**src/design/uart_map_pkg.sv**
```systemverilog
// Register locations, field layouts and reset values of one channel register map
package uart_map_pkg;

  // ----------------------------------------
  // Locations selected by the three address lines
  // ----------------------------------------
  localparam logic [2:0] LOC_DATA        = 3'h0;
  localparam logic [2:0] LOC_ENABLE      = 3'h1;
  localparam logic [2:0] LOC_STATUS      = 3'h2;
  localparam logic [2:0] LOC_LINE_CTRL   = 3'h3;
  localparam logic [2:0] LOC_MODEM_CTRL  = 3'h4;
  localparam logic [2:0] LOC_LINE_STAT   = 3'h5;
  localparam logic [2:0] LOC_MODEM_STAT  = 3'h6;
  localparam logic [2:0] LOC_SCRATCH     = 3'h7;
  localparam logic [2:0] LOC_FLOW_BASE   = 3'h4;

  // ----------------------------------------
  // Bank selection
  // ----------------------------------------
  localparam logic [7:0] ENH_BANK_KEY    = 8'hBF;
  localparam logic [7:0] DIV_ZERO        = 8'h00;
  localparam int         DIV_ACCESS_BIT  = 7;
  localparam int         SWAP_BIT        = 6;
  localparam int         FILL_SEL_BIT    = 7;
  localparam int         ENH_ENABLE_BIT  = 4;

  // ----------------------------------------
  // Field positions
  // ----------------------------------------
  localparam int FIFO_ENABLE_BIT   = 0;
  localparam int RX_FIFO_RESET_BIT = 1;
  localparam int TX_FIFO_RESET_BIT = 2;
  localparam int DMA_MODE_BIT      = 3;
  localparam int TX_TRIG_LSB       = 4;
  localparam int RX_TRIG_LSB       = 6;
  localparam int DTR_BIT           = 0;
  localparam int RTS_BIT           = 1;
  localparam int INT_OUT_EN_BIT    = 3;
  localparam int LOOPBACK_BIT      = 4;

  // ----------------------------------------
  // Masks of enhanced, reserved and implemented bits
  // ----------------------------------------
  localparam logic [7:0] IER_ENH_MASK    = 8'hF0;
  localparam logic [5:0] ISR_ENH_MASK    = 6'h30;
  localparam logic [7:0] FCR_ENH_MASK    = 8'h30;
  localparam logic [7:0] MCR_ENH_MASK    = 8'hE0;
  localparam logic [7:0] MCR_RSVD_MASK   = 8'h04;
  localparam logic [7:0] EMS_RSVD_MASK   = 8'h0C;
  localparam logic [7:0] FEATURE_CONTROL_RSVD_MASK  = 8'h08;
  localparam logic [7:0] DLD_MASK        = 8'h0F;
  localparam logic [1:0] FIFOS_ON_FLAGS  = 2'h3;

  // ----------------------------------------
  // Reset values
  // ----------------------------------------
  localparam logic [7:0]  RESET_BYTE     = 8'h00;
  localparam logic [13:0] PIN_IDLE       = 14'h3FFF;

endpackage

```
**src/design/bus_pin_sync.sv**
```systemverilog
// Two flip-flop synchroniser for the host bus pins
module bus_pin_sync #(
  parameter int                 WIDTH = 14,
  parameter logic [WIDTH-1:0]   INIT  = '1
) (
  // Clock and reset
  input  wire logic             clk_in,
  input  wire logic             rst_in,
  // Pins and synchronised copy
  input  wire logic [WIDTH-1:0] pins_in,
  output logic      [WIDTH-1:0] sync_out
);

  logic [WIDTH-1:0] meta_ff;

  // Each bit passes two flops; only the second reads the first
  for (genvar i = 0; i < WIDTH; i++) begin : g_bit
    always_ff @(posedge clk_in or posedge rst_in) begin
      if (rst_in) begin
        meta_ff[i]  <= INIT[i];
        sync_out[i] <= INIT[i];
      end else begin
        meta_ff[i]  <= pins_in[i];
        sync_out[i] <= meta_ff[i];
      end
    end
  end

endmodule

```
**src/design/uart_register_map_decoder.sv**
```systemverilog
// Register select and field layout logic for one channel of a two-channel UART
module uart_register_map_decoder #(
  parameter logic [7:0] REVISION_CODE       = 8'h5A,  // Arbitrary value
  parameter logic [7:0] IDENTIFICATION_CODE = 8'h3C   // Arbitrary value
) (
  // Clock and reset
  input  wire logic       clk_in,
  input  wire logic       rst_in,
  // Host bus pins
  input  wire logic       cs_n_in,
  input  wire logic       rd_n_in,
  input  wire logic       wr_n_in,
  input  wire logic [2:0] addr_in,
  input  wire logic [7:0] data_in,
  output logic      [7:0] data_out,
  output logic            data_oe_out,
  // Channel state read by the host
  input  wire logic [7:0] rx_holding_in,
  input  wire logic [5:0] int_source_in,
  input  wire logic [7:0] line_status_in,
  input  wire logic [7:0] modem_status_in,
  input  wire logic [7:0] rx_fill_level_in,
  input  wire logic [7:0] tx_fill_level_in,
  // Access strobes
  output logic            rx_read_stb_out,
  output logic            int_status_read_stb_out,
  output logic            line_status_read_stb_out,
  output logic            modem_status_read_stb_out,
  output logic            tx_load_stb_out,
  output logic            trigger_load_stb_out,
  output logic            rx_fifo_reset_out,
  output logic            tx_fifo_reset_out,
  output logic [7:0]      tx_holding_out,
  output logic [7:0]      fifo_trigger_level_out,
  // Configuration seen by the channel
  output logic [7:0]      divisor_low_out,
  output logic [7:0]      divisor_high_out,
  output logic [3:0]      divisor_fraction_out,
  output logic [7:0]      interrupt_enable_out,
  output logic            fifo_enable_out,
  output logic            dma_mode_out,
  output logic [1:0]      tx_trigger_out,
  output logic [1:0]      rx_trigger_out,
  output logic [7:0]      line_control_out,
  output logic [7:0]      modem_control_out,
  output logic            dtr_out,
  output logic            rts_out,
  output logic            interrupt_output_enable_out,
  output logic            loopback_out,
  output logic [7:0]      feature_control_out,
  output logic [7:0]      enhanced_function_out,
  output logic [7:0]      enhanced_mode_select_out,
  output logic [7:0]      flow_resume_char_one_out,
  output logic [7:0]      flow_resume_char_two_out,
  output logic [7:0]      flow_stop_char_one_out,
  output logic [7:0]      flow_stop_char_two_out
);

  // ----------------------------------------
  // Bus synchronisation
  // ----------------------------------------
  typedef enum logic [1:0] {
    BUS_IDLE = 2'b01,
    BUS_READ = 2'b10
  } bus_state_t;

  bus_state_t  bus_state_ff;
  logic [13:0] pins_sync;
  logic        cs_s;
  logic        rd_s;
  logic        wr_s;
  logic [2:0]  addr_s;
  logic [7:0]  wdata_s;
  logic        wr_prev_ff;
  logic        cs_prev_ff;
  logic [2:0]  addr_prev_ff;
  logic [7:0]  data_prev_ff;

  bus_pin_sync #(
    .WIDTH (14),
    .INIT  (uart_map_pkg::PIN_IDLE)
  ) u_sync (
    .clk_in   (clk_in),
    .rst_in   (rst_in),
    .pins_in  ({cs_n_in, rd_n_in, wr_n_in, addr_in, data_in}),
    .sync_out (pins_sync)
  );

  // Active-high views of the synchronised strobes
  assign cs_s    = ~pins_sync[13];
  assign rd_s    = ~pins_sync[12];
  assign wr_s    = ~pins_sync[11];
  assign addr_s  = pins_sync[10:8];
  assign wdata_s = pins_sync[7:0];

  // ----------------------------------------
  // Stored registers
  // ----------------------------------------
  logic [7:0] dll_ff;
  logic [7:0] dlm_ff;
  logic [3:0] dld_ff;
  logic [7:0] ier_ff;
  logic [7:0] fcr_ff;
  logic [7:0] lcr_ff;
  logic [7:0] mcr_ff;
  logic [7:0] scratch_ff;
  logic [7:0] feature_control_ff;
  logic [7:0] efr_ff;
  logic [7:0] enhanced_mode_select_ff;
  logic [7:0] trg_ff;
  logic [7:0] thr_ff;
  logic [7:0] flow_char_ff [4];

  // ----------------------------------------
  // Bank decode
  // ----------------------------------------
  logic       bank_enh;
  logic       div_acc;
  logic       div_zero;
  logic       enh_on;
  logic [7:0] fill_sel;
  logic [7:0] ier_eff;
  logic [7:0] mcr_eff;
  logic [7:0] isr_eff;
  logic [7:0] nxt_rdata;
  logic       wr_fire;
  logic       rd_fire;

  assign bank_enh = (lcr_ff == uart_map_pkg::ENH_BANK_KEY);
  assign div_acc  = lcr_ff[uart_map_pkg::DIV_ACCESS_BIT] && !bank_enh;
  assign div_zero = (dll_ff == uart_map_pkg::DIV_ZERO) && (dlm_ff == uart_map_pkg::DIV_ZERO);
  assign enh_on   = efr_ff[uart_map_pkg::ENH_ENABLE_BIT];
  assign fill_sel = feature_control_ff[uart_map_pkg::FILL_SEL_BIT] ? tx_fill_level_in : rx_fill_level_in;

  // Enhanced bits vanish while the enhance bit is clear
  assign ier_eff = enh_on ? ier_ff : (ier_ff & ~uart_map_pkg::IER_ENH_MASK);
  assign mcr_eff = enh_on ? mcr_ff : (mcr_ff & ~uart_map_pkg::MCR_ENH_MASK);
  assign isr_eff = {fcr_ff[uart_map_pkg::FIFO_ENABLE_BIT] ? uart_map_pkg::FIFOS_ON_FLAGS : 2'h0,
                    enh_on ? int_source_in : (int_source_in & ~uart_map_pkg::ISR_ENH_MASK)};

  // Access events, honoured only under chip select
  assign rd_fire = (bus_state_ff == BUS_IDLE) && rd_s && cs_s;
  assign wr_fire = !wr_s && wr_prev_ff && cs_prev_ff;

  // ----------------------------------------
  // Read multiplexer
  // ----------------------------------------
  always_comb begin
    nxt_rdata = uart_map_pkg::RESET_BYTE;
    if (addr_s == uart_map_pkg::LOC_DATA) begin
      if (bank_enh) begin
        nxt_rdata = fill_sel;
      end else if (div_acc) begin
        nxt_rdata = div_zero ? REVISION_CODE : dll_ff;
      end else begin
        nxt_rdata = rx_holding_in;
      end
    end else if (addr_s == uart_map_pkg::LOC_ENABLE) begin
      if (bank_enh) begin
        nxt_rdata = feature_control_ff;
      end else if (div_acc) begin
        nxt_rdata = div_zero ? IDENTIFICATION_CODE : dlm_ff;
      end else begin
        nxt_rdata = ier_eff;
      end
    end else if (addr_s == uart_map_pkg::LOC_STATUS) begin
      if (bank_enh) begin
        nxt_rdata = efr_ff;
      end else if (div_acc && enh_on) begin
        nxt_rdata = {4'h0, dld_ff};
      end else begin
        nxt_rdata = isr_eff;
      end
    end else if (addr_s == uart_map_pkg::LOC_LINE_CTRL) begin
      nxt_rdata = lcr_ff;
    end else if (bank_enh) begin
      nxt_rdata = flow_char_ff[addr_s[1:0]];
    end else if (addr_s == uart_map_pkg::LOC_MODEM_CTRL) begin
      nxt_rdata = mcr_eff & ~uart_map_pkg::MCR_RSVD_MASK;
    end else if (addr_s == uart_map_pkg::LOC_LINE_STAT) begin
      nxt_rdata = line_status_in;
    end else if (addr_s == uart_map_pkg::LOC_MODEM_STAT) begin
      nxt_rdata = modem_status_in;
    end else if (feature_control_ff[uart_map_pkg::SWAP_BIT]) begin
      nxt_rdata = fill_sel;
    end else begin
      nxt_rdata = scratch_ff;
    end
  end

  // ----------------------------------------
  // Bus sequencing
  // ----------------------------------------

  // Sample previous pin state to find the end of a write strobe
  always_ff @(posedge clk_in or posedge rst_in) begin
    if (rst_in) begin
      wr_prev_ff   <= 1'b0;
      cs_prev_ff   <= 1'b0;
      addr_prev_ff <= 3'h0;
      data_prev_ff <= uart_map_pkg::RESET_BYTE;
    end else begin
      wr_prev_ff   <= wr_s;
      cs_prev_ff   <= cs_s;
      addr_prev_ff <= addr_s;
      data_prev_ff <= wdata_s;
    end
  end

  // Read data is latched once and driven until the strobe ends
  always_ff @(posedge clk_in or posedge rst_in) begin
    if (rst_in) begin
      bus_state_ff <= BUS_IDLE;
      data_out     <= uart_map_pkg::RESET_BYTE;
      data_oe_out  <= 1'b0;
    end else begin
      case (bus_state_ff)
        BUS_IDLE: begin
          if (rd_fire) begin
            bus_state_ff <= BUS_READ;
            data_out     <= nxt_rdata;
            data_oe_out  <= 1'b1;
          end
        end
        BUS_READ: begin
          if (!rd_s || !cs_s) begin
            bus_state_ff <= BUS_IDLE;
            data_oe_out  <= 1'b0;
          end
        end
        default: begin
          bus_state_ff <= BUS_IDLE;
          data_oe_out  <= 1'b0;
        end
      endcase
    end
  end

  // Read side effects for the channel logic
  always_ff @(posedge clk_in or posedge rst_in) begin
    if (rst_in) begin
      rx_read_stb_out           <= 1'b0;
      int_status_read_stb_out   <= 1'b0;
      line_status_read_stb_out  <= 1'b0;
      modem_status_read_stb_out <= 1'b0;
    end else begin
      rx_read_stb_out           <= rd_fire && !bank_enh && !div_acc && (addr_s == uart_map_pkg::LOC_DATA);
      int_status_read_stb_out   <= rd_fire && !bank_enh && !(div_acc && enh_on) &&
                                   (addr_s == uart_map_pkg::LOC_STATUS);
      line_status_read_stb_out  <= rd_fire && !bank_enh && (addr_s == uart_map_pkg::LOC_LINE_STAT);
      modem_status_read_stb_out <= rd_fire && !bank_enh && (addr_s == uart_map_pkg::LOC_MODEM_STAT);
    end
  end

  // ----------------------------------------
  // Write decode
  // ----------------------------------------

  // Locations 0 to 2 across the three banks
  always_ff @(posedge clk_in or posedge rst_in) begin
    if (rst_in) begin
      dll_ff  <= uart_map_pkg::RESET_BYTE;
      dlm_ff  <= uart_map_pkg::RESET_BYTE;
      dld_ff  <= 4'h0;
      ier_ff  <= uart_map_pkg::RESET_BYTE;
      fcr_ff  <= uart_map_pkg::RESET_BYTE;
      feature_control_ff <= uart_map_pkg::RESET_BYTE;
      efr_ff  <= uart_map_pkg::RESET_BYTE;
      trg_ff  <= uart_map_pkg::RESET_BYTE;
      thr_ff  <= uart_map_pkg::RESET_BYTE;
    end else if (wr_fire) begin
      if (addr_prev_ff == uart_map_pkg::LOC_DATA) begin
        if (bank_enh) begin
          trg_ff <= data_prev_ff;
        end else if (div_acc) begin
          dll_ff <= data_prev_ff;
        end else begin
          thr_ff <= data_prev_ff;
        end
      end else if (addr_prev_ff == uart_map_pkg::LOC_ENABLE) begin
        if (bank_enh) begin
          feature_control_ff <= data_prev_ff & ~uart_map_pkg::FEATURE_CONTROL_RSVD_MASK;
        end else if (div_acc) begin
          dlm_ff <= data_prev_ff;
        end else begin
          ier_ff <= data_prev_ff;
        end
      end else if (addr_prev_ff == uart_map_pkg::LOC_STATUS) begin
        if (bank_enh) begin
          efr_ff <= data_prev_ff;
        end else if (div_acc && enh_on) begin
          dld_ff <= data_prev_ff[3:0] & uart_map_pkg::DLD_MASK[3:0];
        end else begin
          fcr_ff <= data_prev_ff;
        end
      end
    end
  end

  // Locations 3 to 7; writes to status locations fall through unused
  always_ff @(posedge clk_in or posedge rst_in) begin
    if (rst_in) begin
      lcr_ff     <= uart_map_pkg::RESET_BYTE;
      mcr_ff     <= uart_map_pkg::RESET_BYTE;
      scratch_ff <= uart_map_pkg::RESET_BYTE;
      enhanced_mode_select_ff    <= uart_map_pkg::RESET_BYTE;
      for (int i = 0; i < 4; i++) begin
        flow_char_ff[i] <= uart_map_pkg::RESET_BYTE;
      end
    end else if (wr_fire) begin
      if (addr_prev_ff == uart_map_pkg::LOC_LINE_CTRL) begin
        lcr_ff <= data_prev_ff;
      end else if (bank_enh && addr_prev_ff >= uart_map_pkg::LOC_FLOW_BASE) begin
        flow_char_ff[addr_prev_ff[1:0]] <= data_prev_ff;
      end else if (addr_prev_ff == uart_map_pkg::LOC_MODEM_CTRL) begin
        mcr_ff <= data_prev_ff & ~uart_map_pkg::MCR_RSVD_MASK;
      end else if (addr_prev_ff == uart_map_pkg::LOC_SCRATCH) begin
        if (feature_control_ff[uart_map_pkg::SWAP_BIT]) begin
          enhanced_mode_select_ff <= data_prev_ff & ~uart_map_pkg::EMS_RSVD_MASK;
        end else begin
          scratch_ff <= data_prev_ff;
        end
      end
    end
  end

  // Write strobes toward the FIFOs and transmitter
  always_ff @(posedge clk_in or posedge rst_in) begin
    if (rst_in) begin
      tx_load_stb_out      <= 1'b0;
      trigger_load_stb_out <= 1'b0;
      rx_fifo_reset_out    <= 1'b0;
      tx_fifo_reset_out    <= 1'b0;
    end else begin
      tx_load_stb_out      <= wr_fire && !bank_enh && !div_acc && (addr_prev_ff == uart_map_pkg::LOC_DATA);
      trigger_load_stb_out <= wr_fire && bank_enh && (addr_prev_ff == uart_map_pkg::LOC_DATA);
      rx_fifo_reset_out    <= wr_fire && !bank_enh && !(div_acc && enh_on) &&
                              (addr_prev_ff == uart_map_pkg::LOC_STATUS) &&
                              data_prev_ff[uart_map_pkg::RX_FIFO_RESET_BIT];
      tx_fifo_reset_out    <= wr_fire && !bank_enh && !(div_acc && enh_on) &&
                              (addr_prev_ff == uart_map_pkg::LOC_STATUS) &&
                              data_prev_ff[uart_map_pkg::TX_FIFO_RESET_BIT];
    end
  end

  // ----------------------------------------
  // Registered configuration outputs
  // ----------------------------------------
  always_ff @(posedge clk_in or posedge rst_in) begin
    if (rst_in) begin
      tx_holding_out              <= uart_map_pkg::RESET_BYTE;
      fifo_trigger_level_out      <= uart_map_pkg::RESET_BYTE;
      divisor_low_out             <= uart_map_pkg::RESET_BYTE;
      divisor_high_out            <= uart_map_pkg::RESET_BYTE;
      divisor_fraction_out        <= 4'h0;
      interrupt_enable_out        <= uart_map_pkg::RESET_BYTE;
      fifo_enable_out             <= 1'b0;
      dma_mode_out                <= 1'b0;
      tx_trigger_out              <= 2'h0;
      rx_trigger_out              <= 2'h0;
      line_control_out            <= uart_map_pkg::RESET_BYTE;
      modem_control_out           <= uart_map_pkg::RESET_BYTE;
      dtr_out                     <= 1'b0;
      rts_out                     <= 1'b0;
      interrupt_output_enable_out <= 1'b0;
      loopback_out                <= 1'b0;
      feature_control_out         <= uart_map_pkg::RESET_BYTE;
      enhanced_function_out       <= uart_map_pkg::RESET_BYTE;
      enhanced_mode_select_out    <= uart_map_pkg::RESET_BYTE;
    end else begin
      tx_holding_out              <= thr_ff;
      fifo_trigger_level_out      <= trg_ff;
      divisor_low_out             <= dll_ff;
      divisor_high_out            <= dlm_ff;
      divisor_fraction_out        <= enh_on ? dld_ff : 4'h0;
      interrupt_enable_out        <= ier_eff;
      fifo_enable_out             <= fcr_ff[uart_map_pkg::FIFO_ENABLE_BIT];
      dma_mode_out                <= fcr_ff[uart_map_pkg::DMA_MODE_BIT];
      tx_trigger_out              <= enh_on ? fcr_ff[uart_map_pkg::TX_TRIG_LSB +: 2] : 2'h0;
      rx_trigger_out              <= fcr_ff[uart_map_pkg::RX_TRIG_LSB +: 2];
      line_control_out            <= lcr_ff;
      modem_control_out           <= mcr_eff;
      dtr_out                     <= mcr_ff[uart_map_pkg::DTR_BIT];
      rts_out                     <= mcr_ff[uart_map_pkg::RTS_BIT];
      interrupt_output_enable_out <= mcr_ff[uart_map_pkg::INT_OUT_EN_BIT];
      loopback_out                <= mcr_ff[uart_map_pkg::LOOPBACK_BIT];
      feature_control_out         <= feature_control_ff;
      enhanced_function_out       <= efr_ff;
      enhanced_mode_select_out    <= enhanced_mode_select_ff;
    end
  end

  // Flow characters leave straight from their storage flops
  assign flow_resume_char_one_out = flow_char_ff[0];
  assign flow_resume_char_two_out = flow_char_ff[1];
  assign flow_stop_char_one_out   = flow_char_ff[2];
  assign flow_stop_char_two_out   = flow_char_ff[3];

endmodule

```
**config.mk**
```make
export PLATFORM = sky130hd
export DESIGN_NAME = uart_register_map_decoder
export DESIGN_NICKNAME = d
export VERILOG_FILES = /design/src/design/uart_map_pkg.sv /design/src/design/bus_pin_sync.sv /design/src/design/uart_register_map_decoder.sv
export SDC_FILE = /design/constraint.sdc
export NUM_CORES = 1
export LEC_CHECK = 0
export BUFFER_PORTS_ARGS = -buffer_cell sky130_fd_sc_hd__clkbuf_2
export CORE_AREA = 2 2 149 151
export DETAILED_ROUTE_END_ITERATION = 10
export DIE_AREA = 0 0 151 153
export PLACE_DENSITY = 0.76
export SLEW_MARGIN = 20
export SYNTH_ARGS = -nofsm -noshare
export SYNTH_HDL_FRONTEND = slang
export SYNTH_SLANG_ARGS = --single-unit
```
**constraint.sdc**
```tcl
create_clock -name clk_in -period 8.7 [get_ports clk_in]
set_clock_uncertainty 0.05 [all_clocks]
set_input_delay 0.87 -clock clk_in [delete_from_list [all_inputs] [get_ports clk_in]]
set_output_delay 0.87 -clock clk_in [all_outputs]
set_load 0.02 [all_outputs]
```
# Yosys cells after proc, flatten, opt, wreduce, memory -nomap -nowiden
# Cells that the tools add are included.
[word_totals]
register_bits = 279
out_inout_bits = 143
wordCells = 198
[classes]
order_cmp = 4
n_eq_ne = 16
mux = 36
bitwise = 14
n_reduce_logical = 49
[ops]
columns = ["operator", "n"]
rows = [
  ["two-way mux 8 bit", 23],
  ["bitwise mux 32 bit", 1],
  ["logical AND 1 bit", 25],
  ["AND reduction 6 bit", 4],
  ["binary-select mux 8 bit (select 2 bit)", 1],
  ["demux 8 bit (select 2 bit)", 1],
  ["logical NOT 8 bit", 2],
  ["AND reduction 4 bit", 4],
  ["equality test 3 bit, second input constant", 5],
  ["AND reduction 5 bit", 3],
  ["equality test 3 x 2 -> 1 bit, second input constant", 4],
  ["inverter 1 bit", 12],
  [">= comparator 3 bit, second input constant", 3],
  ["equality test 8 bit, second input constant", 1],
  ["two-way mux 2 bit", 4],
  ["equality test 3 x 1 -> 1 bit, second input constant", 2],
  ["logical NOT 3 bit", 2],
  ["two-way mux 6 bit", 1],
  ["inverter 2 -> 3 bit", 2],
  ["AND reduction 2 bit", 3],
  ["AND reduction 3 bit", 2],
  ["two-way mux 4 bit", 1],
  ["inequality test 2 bit, second input constant", 2],
  ["case mux 2 bit (2 select lines)", 1],
  ["7 further kinds", 10],
]

# Longest topological paths before layout
# Gate-level depths: netlist (run 1).
[logic_depth]
depth_word = 10
mapped_depth = 9
ltp_nobuf = 5

# By module
# From an unflattened synthesis (run 1), not the netlist that was laid out.
[hier_totals]
cells_unflattened = 724
area_unflattened_um2 = 10393.7
[modules_own_cells]
columns = ["mod", "n_inst", "cells_each", "area_each_um2"]
rows = [
  ["uart_register_map_decoder", 1, 695, 9654.3],
  ["bus_pin_sync", 1, 29, 739.5],
]

# Worst setup path before layout (run 1)
# No wires, ideal clock.
[synth_path]
path_type = "flip-flop to flip-flop"
from = "register u_sync.sync_out[11]"
to = "register dll_ff[0]"
setup_time_ns = 0.125
arrival_time_ns = 1.853
required_time_ns = 8.525
slack_ns = 6.672
path_stages_with_launch = 6
synth_period_minus_slack_ns = 2.028
cell_sequence = "dfstp_2 -> nand4b_1 -> or3_1 -> or2_2 -> buf_2 -> mux2_2"
[synth_between]
elab_chain_cells = 3
[synth_lines]
columns = ["item", "line", "text"]
rows = [
  ["start, declared", "bus_pin_sync.sv:11", "output logic [WIDTH-1:0] sync_out"],
  ["start signal, assigned by index", "bus_pin_sync.sv:21", "sync_out[i] <= INIT[i];"],
  ["start signal, assigned by index", "bus_pin_sync.sv:24", "sync_out[i] <= meta_ff[i];"],
  ["logical AND 1 bit (2 in a row)", "uart_register_map_decoder.sv:143", "assign wr_fire = !wr_s && wr_prev_ff && cs_prev_ff;"],
  ["AND reduction 4 bit (no line)", "-", ""],
  ["end signal, assigned", "uart_register_map_decoder.sv:262", "dll_ff <= uart_map_pkg::RESET_BYTE;"],
  ["end signal, assigned", "uart_register_map_decoder.sv:276", "dll_ff <= data_prev_ff;"],
  ["end, declared", "uart_register_map_decoder.sv:99", "logic [7:0] dll_ff;"],
]
# Every way passes these cells.
# A chain may end at the register's enable or synchronous reset.

# Final worst setup path (run 1)
[layout_path]
from = "register lcr_ff[7]"
to = "register flow_char_ff, in the netlist flow_resume_char_two_out[6]"
[layout_between]
elab_chain_cells = 3
[layout_lines]
columns = ["item", "line", "text"]
rows = [
  ["start, declared", "uart_register_map_decoder.sv:104", "logic [7:0] lcr_ff;"],
  ["start signal, assigned", "uart_register_map_decoder.sv:303", "lcr_ff <= uart_map_pkg::RESET_BYTE;"],
  ["start signal, assigned", "uart_register_map_decoder.sv:312", "lcr_ff <= data_prev_ff;"],
  ["equality test 8 bit", "uart_register_map_decoder.sv:129", "assign bank_enh = (lcr_ff == uart_map_pkg::ENH_BANK_KEY);"],
  ["logical AND 1 bit", "uart_register_map_decoder.sv:313", "end else if (bank_enh && addr_prev_ff >= uart_map_pkg::LOC_FLOW_BASE) begin"],
  ["AND reduction 3 bit (no line)", "-", ""],
  ["end signal, assigned by index", "uart_register_map_decoder.sv:308", "flow_char_ff[i] <= uart_map_pkg::RESET_BYTE;"],
  ["end signal, assigned by index", "uart_register_map_decoder.sv:314", "flow_char_ff[addr_prev_ff[1:0]] <= data_prev_ff;"],
  ["end, declared", "uart_register_map_decoder.sv:112", "logic [7:0] flow_char_ff [4];"],
]
# Every way passes these cells.

==> run metrics, run 1 <==
initial core utilization between 40% and 50%; Vias/cell between 5 and 6; Area growth, synth to finish 19.7%; Post-Syn Area 10600 sq um; total CTS buffers 26; clock root buffer clkbuf_16; CP arrival between 3 and 4 ns; # setup viols final 0; Routed Antenna Nets 0; critical path required time ~9 ns; CTS H-Tree Depth 1; critical path type flip-flop to flip-flop; status completed; DR vias a little over 7000; Clock Path Buffers 3; power per cell area between 200 and 250 nW/um^2; Worst-Margin Slew 0.939 ns; hold bufs inserted after CTS 0; Clock Pin Slew Worst Setup and Hold Paths ~0.060 ns; hpwl dp 19300 microns; Core ar. between 20000 and 25000 sq um; die height between 150 and 200 microns; CTS tree yes; Post-synth ARST share 100%; CP Max Fanout 25; cts repair resizes 0; top-count cell post-synth dfrtp_1; sequential-to-total area share from yosys stat roughly 65%; peak supply drop 0.166 mV; Final Hold Viols 0; initial antenna violation count 0; fin crit period a little under 3 ns; Post-Layout Inst Area ~13000 sq um; Tot GR Track Use between 20% and 30%; Overflow after GRT 0; TritonCTS Sinks 271; Final WS setup about 5.7 ns; Rows 54; die area about 23000 sq um; Slew Viols, Final 0; Final Wtd Congestion around 0.92; Setup Buffers After CTS 0; share of layout cells above drive strength 1 between 40% and 50%; setup TNS 0 ns; DRC violations left 0; first-pass GRT wire length approximately 42000 microns; Synth area leaders dfrtp_1 57%, mux2_2 13%, dfstp_2 7.2%; FF+latch count, synth between 200 and 300; max_cap viols 0; Filler Cell Count between 1500 and 2000; nature of the critical path startpoint flip-flop; Largest regs u_sync.meta_ff: 14 flops, u_sync.sync_out: 14 flops; n_diodes 0; Tcrit/Tclk final between 30% and 40%; Synth Flop Type dfrtp_1; I/O pin count ~210; Post-Place Setup Slack between 5 and 6 ns; Placed Area about 12000 sq um; unrepaired setup endpoints after global routing no; hold path depth 0; Synth top area share between 50% and 60%; HP Class flip-flop to flip-flop; biggest area consumer among synthesized cells dfrtp_1; Routed WL per cell between 20 and 25 microns; fmax between 0.3 and 0.4 GHz; Final #Nets between 900 and 1000; Die W roughly 150 microns; Post-synth top cells 242 x dfrtp_1, 121 x mux2_2, 33 x nand2_1; vias in the first global route roughly 6900; Lkg Pwr roughly 6.3 nW; cells on worst reg2reg path 5; Post-synth EDFFs 0; Relative slew margins a little under two fifths; Gate Count Post-Synth 751; Yosys Warn Count 0; largest net degree at the start of global routing 112; CP Capture Type flip-flop; Synth cell types between 70 and 80; Power, Total 2.92 mW; final core utilization 58.8%; Port Buffers 200; clock insertion delay at the later pin of the skew report about 0.53 ns; Post-Route WL approximately 28000 microns; Starting DRT DRC Count roughly 670; Initial DRT Pass Iterations 5; Post-Syn Area per Cell around 14 sq um
-- final cells by class --
type,instances,area [sq um],share of cell area [%]
Sequential cell,271,6820,54.0
Inverter,17,71.3,0.565
Tap cell,280,350,2.77
Multi-Input combinational cell,416,3430,27.2
Clock buffer,40,783,6.20
Clock inverter,8,133,1.05
Timing Repair Buffer,205,1050,8.28
-- where the power goes --
group / leakage [nW] / total [mW] / internal [mW] / switching [mW]
clock: 0.447 / 1.18 / 0.711 / 0.472
combinational: 2.31 / 0.290 / 0.115 / 0.175
sequential: 3.56 / 1.45 / 1.36 / 0.0920
total: 6.32 / 2.92 / 2.18 / 0.739
-- metal layers --
layer	up-vias	part of all wire [%]	GRT usage [%]
li1	3071	-	-
met1	3603	42	35.1
met2	334	47	37.9
met3	53	8.6	5.01
met4	0	2.9	7.88
met5	-	0	0
-- worst paths after layout --
check / startpoint / endpoint / slack, ns
worst max-delay path: lcr_ff[7]$_DFFE_PP0P_ / flow_resume_char_two_out[6]$_DFFE_PP0P_ / 5.74
worst min-delay path: u_sync.meta_ff[9]$_DFF_PP1_ / u_sync.sync_out[9]$_DFF_PP1_ / 0.30
worst max register to register: lcr_ff[7]$_DFFE_PP0P_ / flow_resume_char_two_out[6]$_DFFE_PP0P_ / 5.74
worst min register to register: u_sync.meta_ff[9]$_DFF_PP1_ / u_sync.sync_out[9]$_DFF_PP1_ / 0.30
max in group asynchronous: rst_in / enhanced_mode_select_ff[1]$_DFFE_PP0P_ / 6.98
min in group asynchronous: rst_in / fcr_ff[6]$_DFFE_PP0P_ / 0.43
-- layout by cell type (no fill, tap or decap), types with 4 or more instances in the layout --
cell       count
a221o_1        4
and2_1        16
or3_1          7
clkbuf_2     200
nor3_1         9
a21oi_1       17
nand2b_1       5
conb_1         4
o21ai_0       25
mux2_2       121
a31oi_1        4
clkbuf_16     26
inv_1         16
nand2_1       33
nand3b_1       4
mux2i_1       18
clkbuf_8       8
a221oi_1      13
nand3_1        6
nor2_2         5
a211oi_1       5
clkbuf_1       6
mux4_2         6
nor2_1        26
dfrtp_1      242
nor2b_1       12
dfstp_2       29
nor4_1         4
nand4_1        5
o211ai_1       6
-- logic make-up (layout without fill, tap and decap cells) --
family / Yosys count / count (layout) / share of synthesized area, %
simple gates: 153 / 153 / 8.70
compound gates: 113 / 113 / 7.67
mux: 145 / 145 / 15.9
buf+inv: 67 / 270 / 3.00
xor+xnor: 1 / 1 / 0.0830
other cells: 1 / 4 / 0.0355
flops: 271 / 271 / 64.6
-- critical path, stage by stage, from the launching register on --
cell and delay [ns]:
dfrtp_1 0.87, nand4b_4 0.27, or2_1 0.38, buf_4 0.28
nor4_4 0.55, mux2_2 0.40
-- per-stage QoR --
stage,hold slack (ns),std cells
finish,0.301,1237
global route,0.306,1237
CTS,0.303,1237
detailed placement,0.297,1189
global placement,0.296,1189
floorplan,0.295,754
Power figures use the tool's default switching activity.
==> run 2: changes to the inputs <==
--- a/config.mk
+++ b/config.mk
@@ -9,7 +9,7 @@
 export CORE_AREA = 2 2 149 151
 export DETAILED_ROUTE_END_ITERATION = 10
 export DIE_AREA = 0 0 151 153
-export PLACE_DENSITY = 0.76
+export PLACE_DENSITY = 0.73
 export SLEW_MARGIN = 20
 export SYNTH_ARGS = -nofsm -noshare
 export SYNTH_HDL_FRONTEND = slang
==> constraint.sdc (replaced) <==
create_clock -name clk_in -period 3.1 [get_ports clk_in]
set_clock_uncertainty 0.05 [all_clocks]
set_input_delay 0.31 -clock clk_in [delete_from_list [all_inputs] [get_ports clk_in]]
set_output_delay 0.31 -clock clk_in [all_outputs]
set_load 0.02 [all_outputs]
==> run 2 against run 1 <==
Compared with the run above:
- global-route usage is 0.62 points higher
- die area stayed put
- utilization is 1.1 points higher
- register-to-register slack worse by 5.1 ns
==> run metrics, run 2 (synthesized netlist as in run 1, its figures left out) <==
status completed; hpwl dp 20200 microns (+5.0%); commonest non-fill, non-tap cell in the layout dfrtp_1; clock root buffer clkbuf_16; fmax 0.399 GHz (+18%); Routed WL per cell 22.4 microns (-0.89%); Slew Viols, Final 0 (unchanged); Clock Pin Slew Worst Setup and Hold Paths 0.06 ns (about the same); Initial DRT Pass Iterations 5 (unchanged); Seq pwr share 50.3% (+0.7 points); CTS H-Tree Depth 1 (unchanged); initial core utilization 49.1% (unchanged); die height 153 microns (unchanged); Port Buffers 200 (unchanged); Die W 151 microns (unchanged); Tcrit/Tclk final 80.9% (+47 points); Comb power frac 10.8% (+0.9 points); Final Wtd Congestion 0.958 (+3.9%); critical path type flip-flop to flip-flop; DRC violations left 0 (unchanged); most frequent cells in the layout 242 x dfrtp_1, 200 x clkbuf_2, 121 x mux2_2, 33 x nand2_1, 29 x dfstp_2; Starting DRT DRC Count 466 (-30%); vias in the first global route 7137 (+2.8%); Power Internal 5.97 mW (+170%); Net Sw Frac 25.9% (+0.61 points); Largest regs u_sync.meta_ff: 14 flops, u_sync.sync_out: 14 flops; Overflow after GRT 0 (unchanged); max_cap viols 0 (unchanged); power per cell area 625 nW/um^2 (+170%); DR vias 7028 (-0.47%); Clock Path Buffers 3 (unchanged); Rows 54 (unchanged); Routed Antenna Nets 0 (unchanged); clock insertion delay at the later pin of the skew report 0.54 ns (about the same); unrepaired setup endpoints after global routing no; Lkg Pwr 6.43 nW (+1.8%); Most Used Layer, Global Route met2; largest net degree at the start of global routing 53 (-53%); peak supply drop 0.425 mV (+160%); CP Capture Type flip-flop; CP Max Fanout 24 (-4.0%); critical path required time 3.49 ns (-5.57 ns); HP Class input pin to flip-flop; Area growth, synth to finish 22.1%; M2 GR Usage 39.0% (+1.2 points); clock network power share 38.9% (-1.6 points); Final #Nets 1029 (+3.0%); total CTS buffers 26 (unchanged); grt met1 use 37.0% (+1.9 points); Post-Route WL 28400 microns (+1.5%); Worst-Margin Slew 0.913 ns (-0.0265 ns); Relative slew margins 39.2% (+1.8 points); fin crit period 2.51 ns (-0.450 ns); # setup viols final 0 (unchanged); TritonCTS Sinks 271 (unchanged); share of layout cells above drive strength 1 43.8% (-0.33 points); die area 23100 sq um (unchanged); met3 Resource Use GR 4.72% (-0.30 points); initial antenna violation count 0 (unchanged); Placed Area 11900 sq um (+1.5%); I/O pin count 205 (unchanged); Core ar. 21500 sq um (unchanged); Power, Total 8.06 mW (+180%); Vias/cell 5.55 (-2.8%); n_diodes 0 (unchanged); switching power 2.09 mW (+180%); cts repair resizes 0 (unchanged); R2R setup slack 0.59 ns (-5.15 ns); hold slack 0.144 ns (-0.158 ns); CTS tree yes; Post-Layout Inst Area 12900 sq um (+2.0%); Setup Buffers After CTS 0 (unchanged); CP arrival 2.90 ns (-0.42 ns); nature of the critical path startpoint flip-flop; Final Hold Viols 0 (unchanged); Tot GR Track Use 25.1% (+0.62 points); hold bufs inserted after CTS 15 (+15); first-pass GRT wire length 43700 microns (+2.8%)
run 2: changes by cell type in the layout (fill, tap and decap cells not counted), sizes merged:
cell | before | now
buf | 5 | 20
bufinv | 3 | 2
clkinv | 3 | 5
clkinvlp | 1 | 2
dlygate4sd3 | 0 | 15
inv | 18 | 16
run 2: metrics by stage:
stage / cells / TNS [ns] / setup WS, ns / utilization, %
3_5_place_dp: 1204 / 0 / 0.650 / 55.3
3_3_place_gp: 1204 / 0 / 0.724 / 55.3
6_report: 1267 / 0 / 0.593 / 59.9
2_1_floorplan: 754 / -197.90 / -0.818 / -
5_1_grt: 1267 / 0 / 0.431 / 59.9
4_1_cts: 1267 / 0 / 0.629 / 59.9
run 2: power groups by stage:
stage / clock network (mW) / registers [mW] / logic [mW]
after floorplan: 0 / 4.13 / 0.463
after global placement: 0 / 4.10 / 0.849
after detailed placement: 0 / 4.11 / 0.858
final: 3.13 / 4.05 / 0.871
after CTS: 3.18 / 4.05 / 0.875
after global routing: 3.37 / 4.08 / 0.949
run 2: final cells by class:
cell class	instances	area (sq um)
multi-input cells	416	3430
inverters	17	67.6
fillers	1753	8610
clock inverters	8	115
repair buffers	235	1360
clock buffers	40	733
flip-flops and latches	271	6820
well taps	280	350
run 2: worst max-delay path, stage by stage, from the launching register on:
cell and delay [ns]:
dfstp_2 0.89, buf_4 0.34, nor2b_1 0.13, a211oi_1 0.20, a221oi_1 0.13, o311a_1 0.40
o311ai_1 0.25
run 2: per-layer routing:
metal  vias to the layer above  part of all wire (%)
met5                         -                     0
met4                         0                   1.9
met3                        42                   7.2
met2                       277                    47
met1                      3589                    43
li1                       3120                     -
run 2: worst paths after layout:
kind                                              start                                 to  cells after the start
setup / recovery           u_sync.sync_out[8]$_DFF_PP1_            data_out[3]$_DFFE_PP0P_                      6
hold / removal                         rx_holding_in[1]            data_out[1]$_DFFE_PP0P_                      5
setup reg to reg           u_sync.sync_out[8]$_DFF_PP1_            data_out[3]$_DFFE_PP0P_                      6
hold reg to reg             u_sync.meta_ff[0]$_DFF_PP1_       u_sync.sync_out[0]$_DFF_PP1_                      0
max in group asynchronous                        rst_in      divisor_high_out[5]$_DFF_PP0_                      5
min in group asynchronous                        rst_in  interrupt_enable_out[3]$_DFF_PP0_                      3
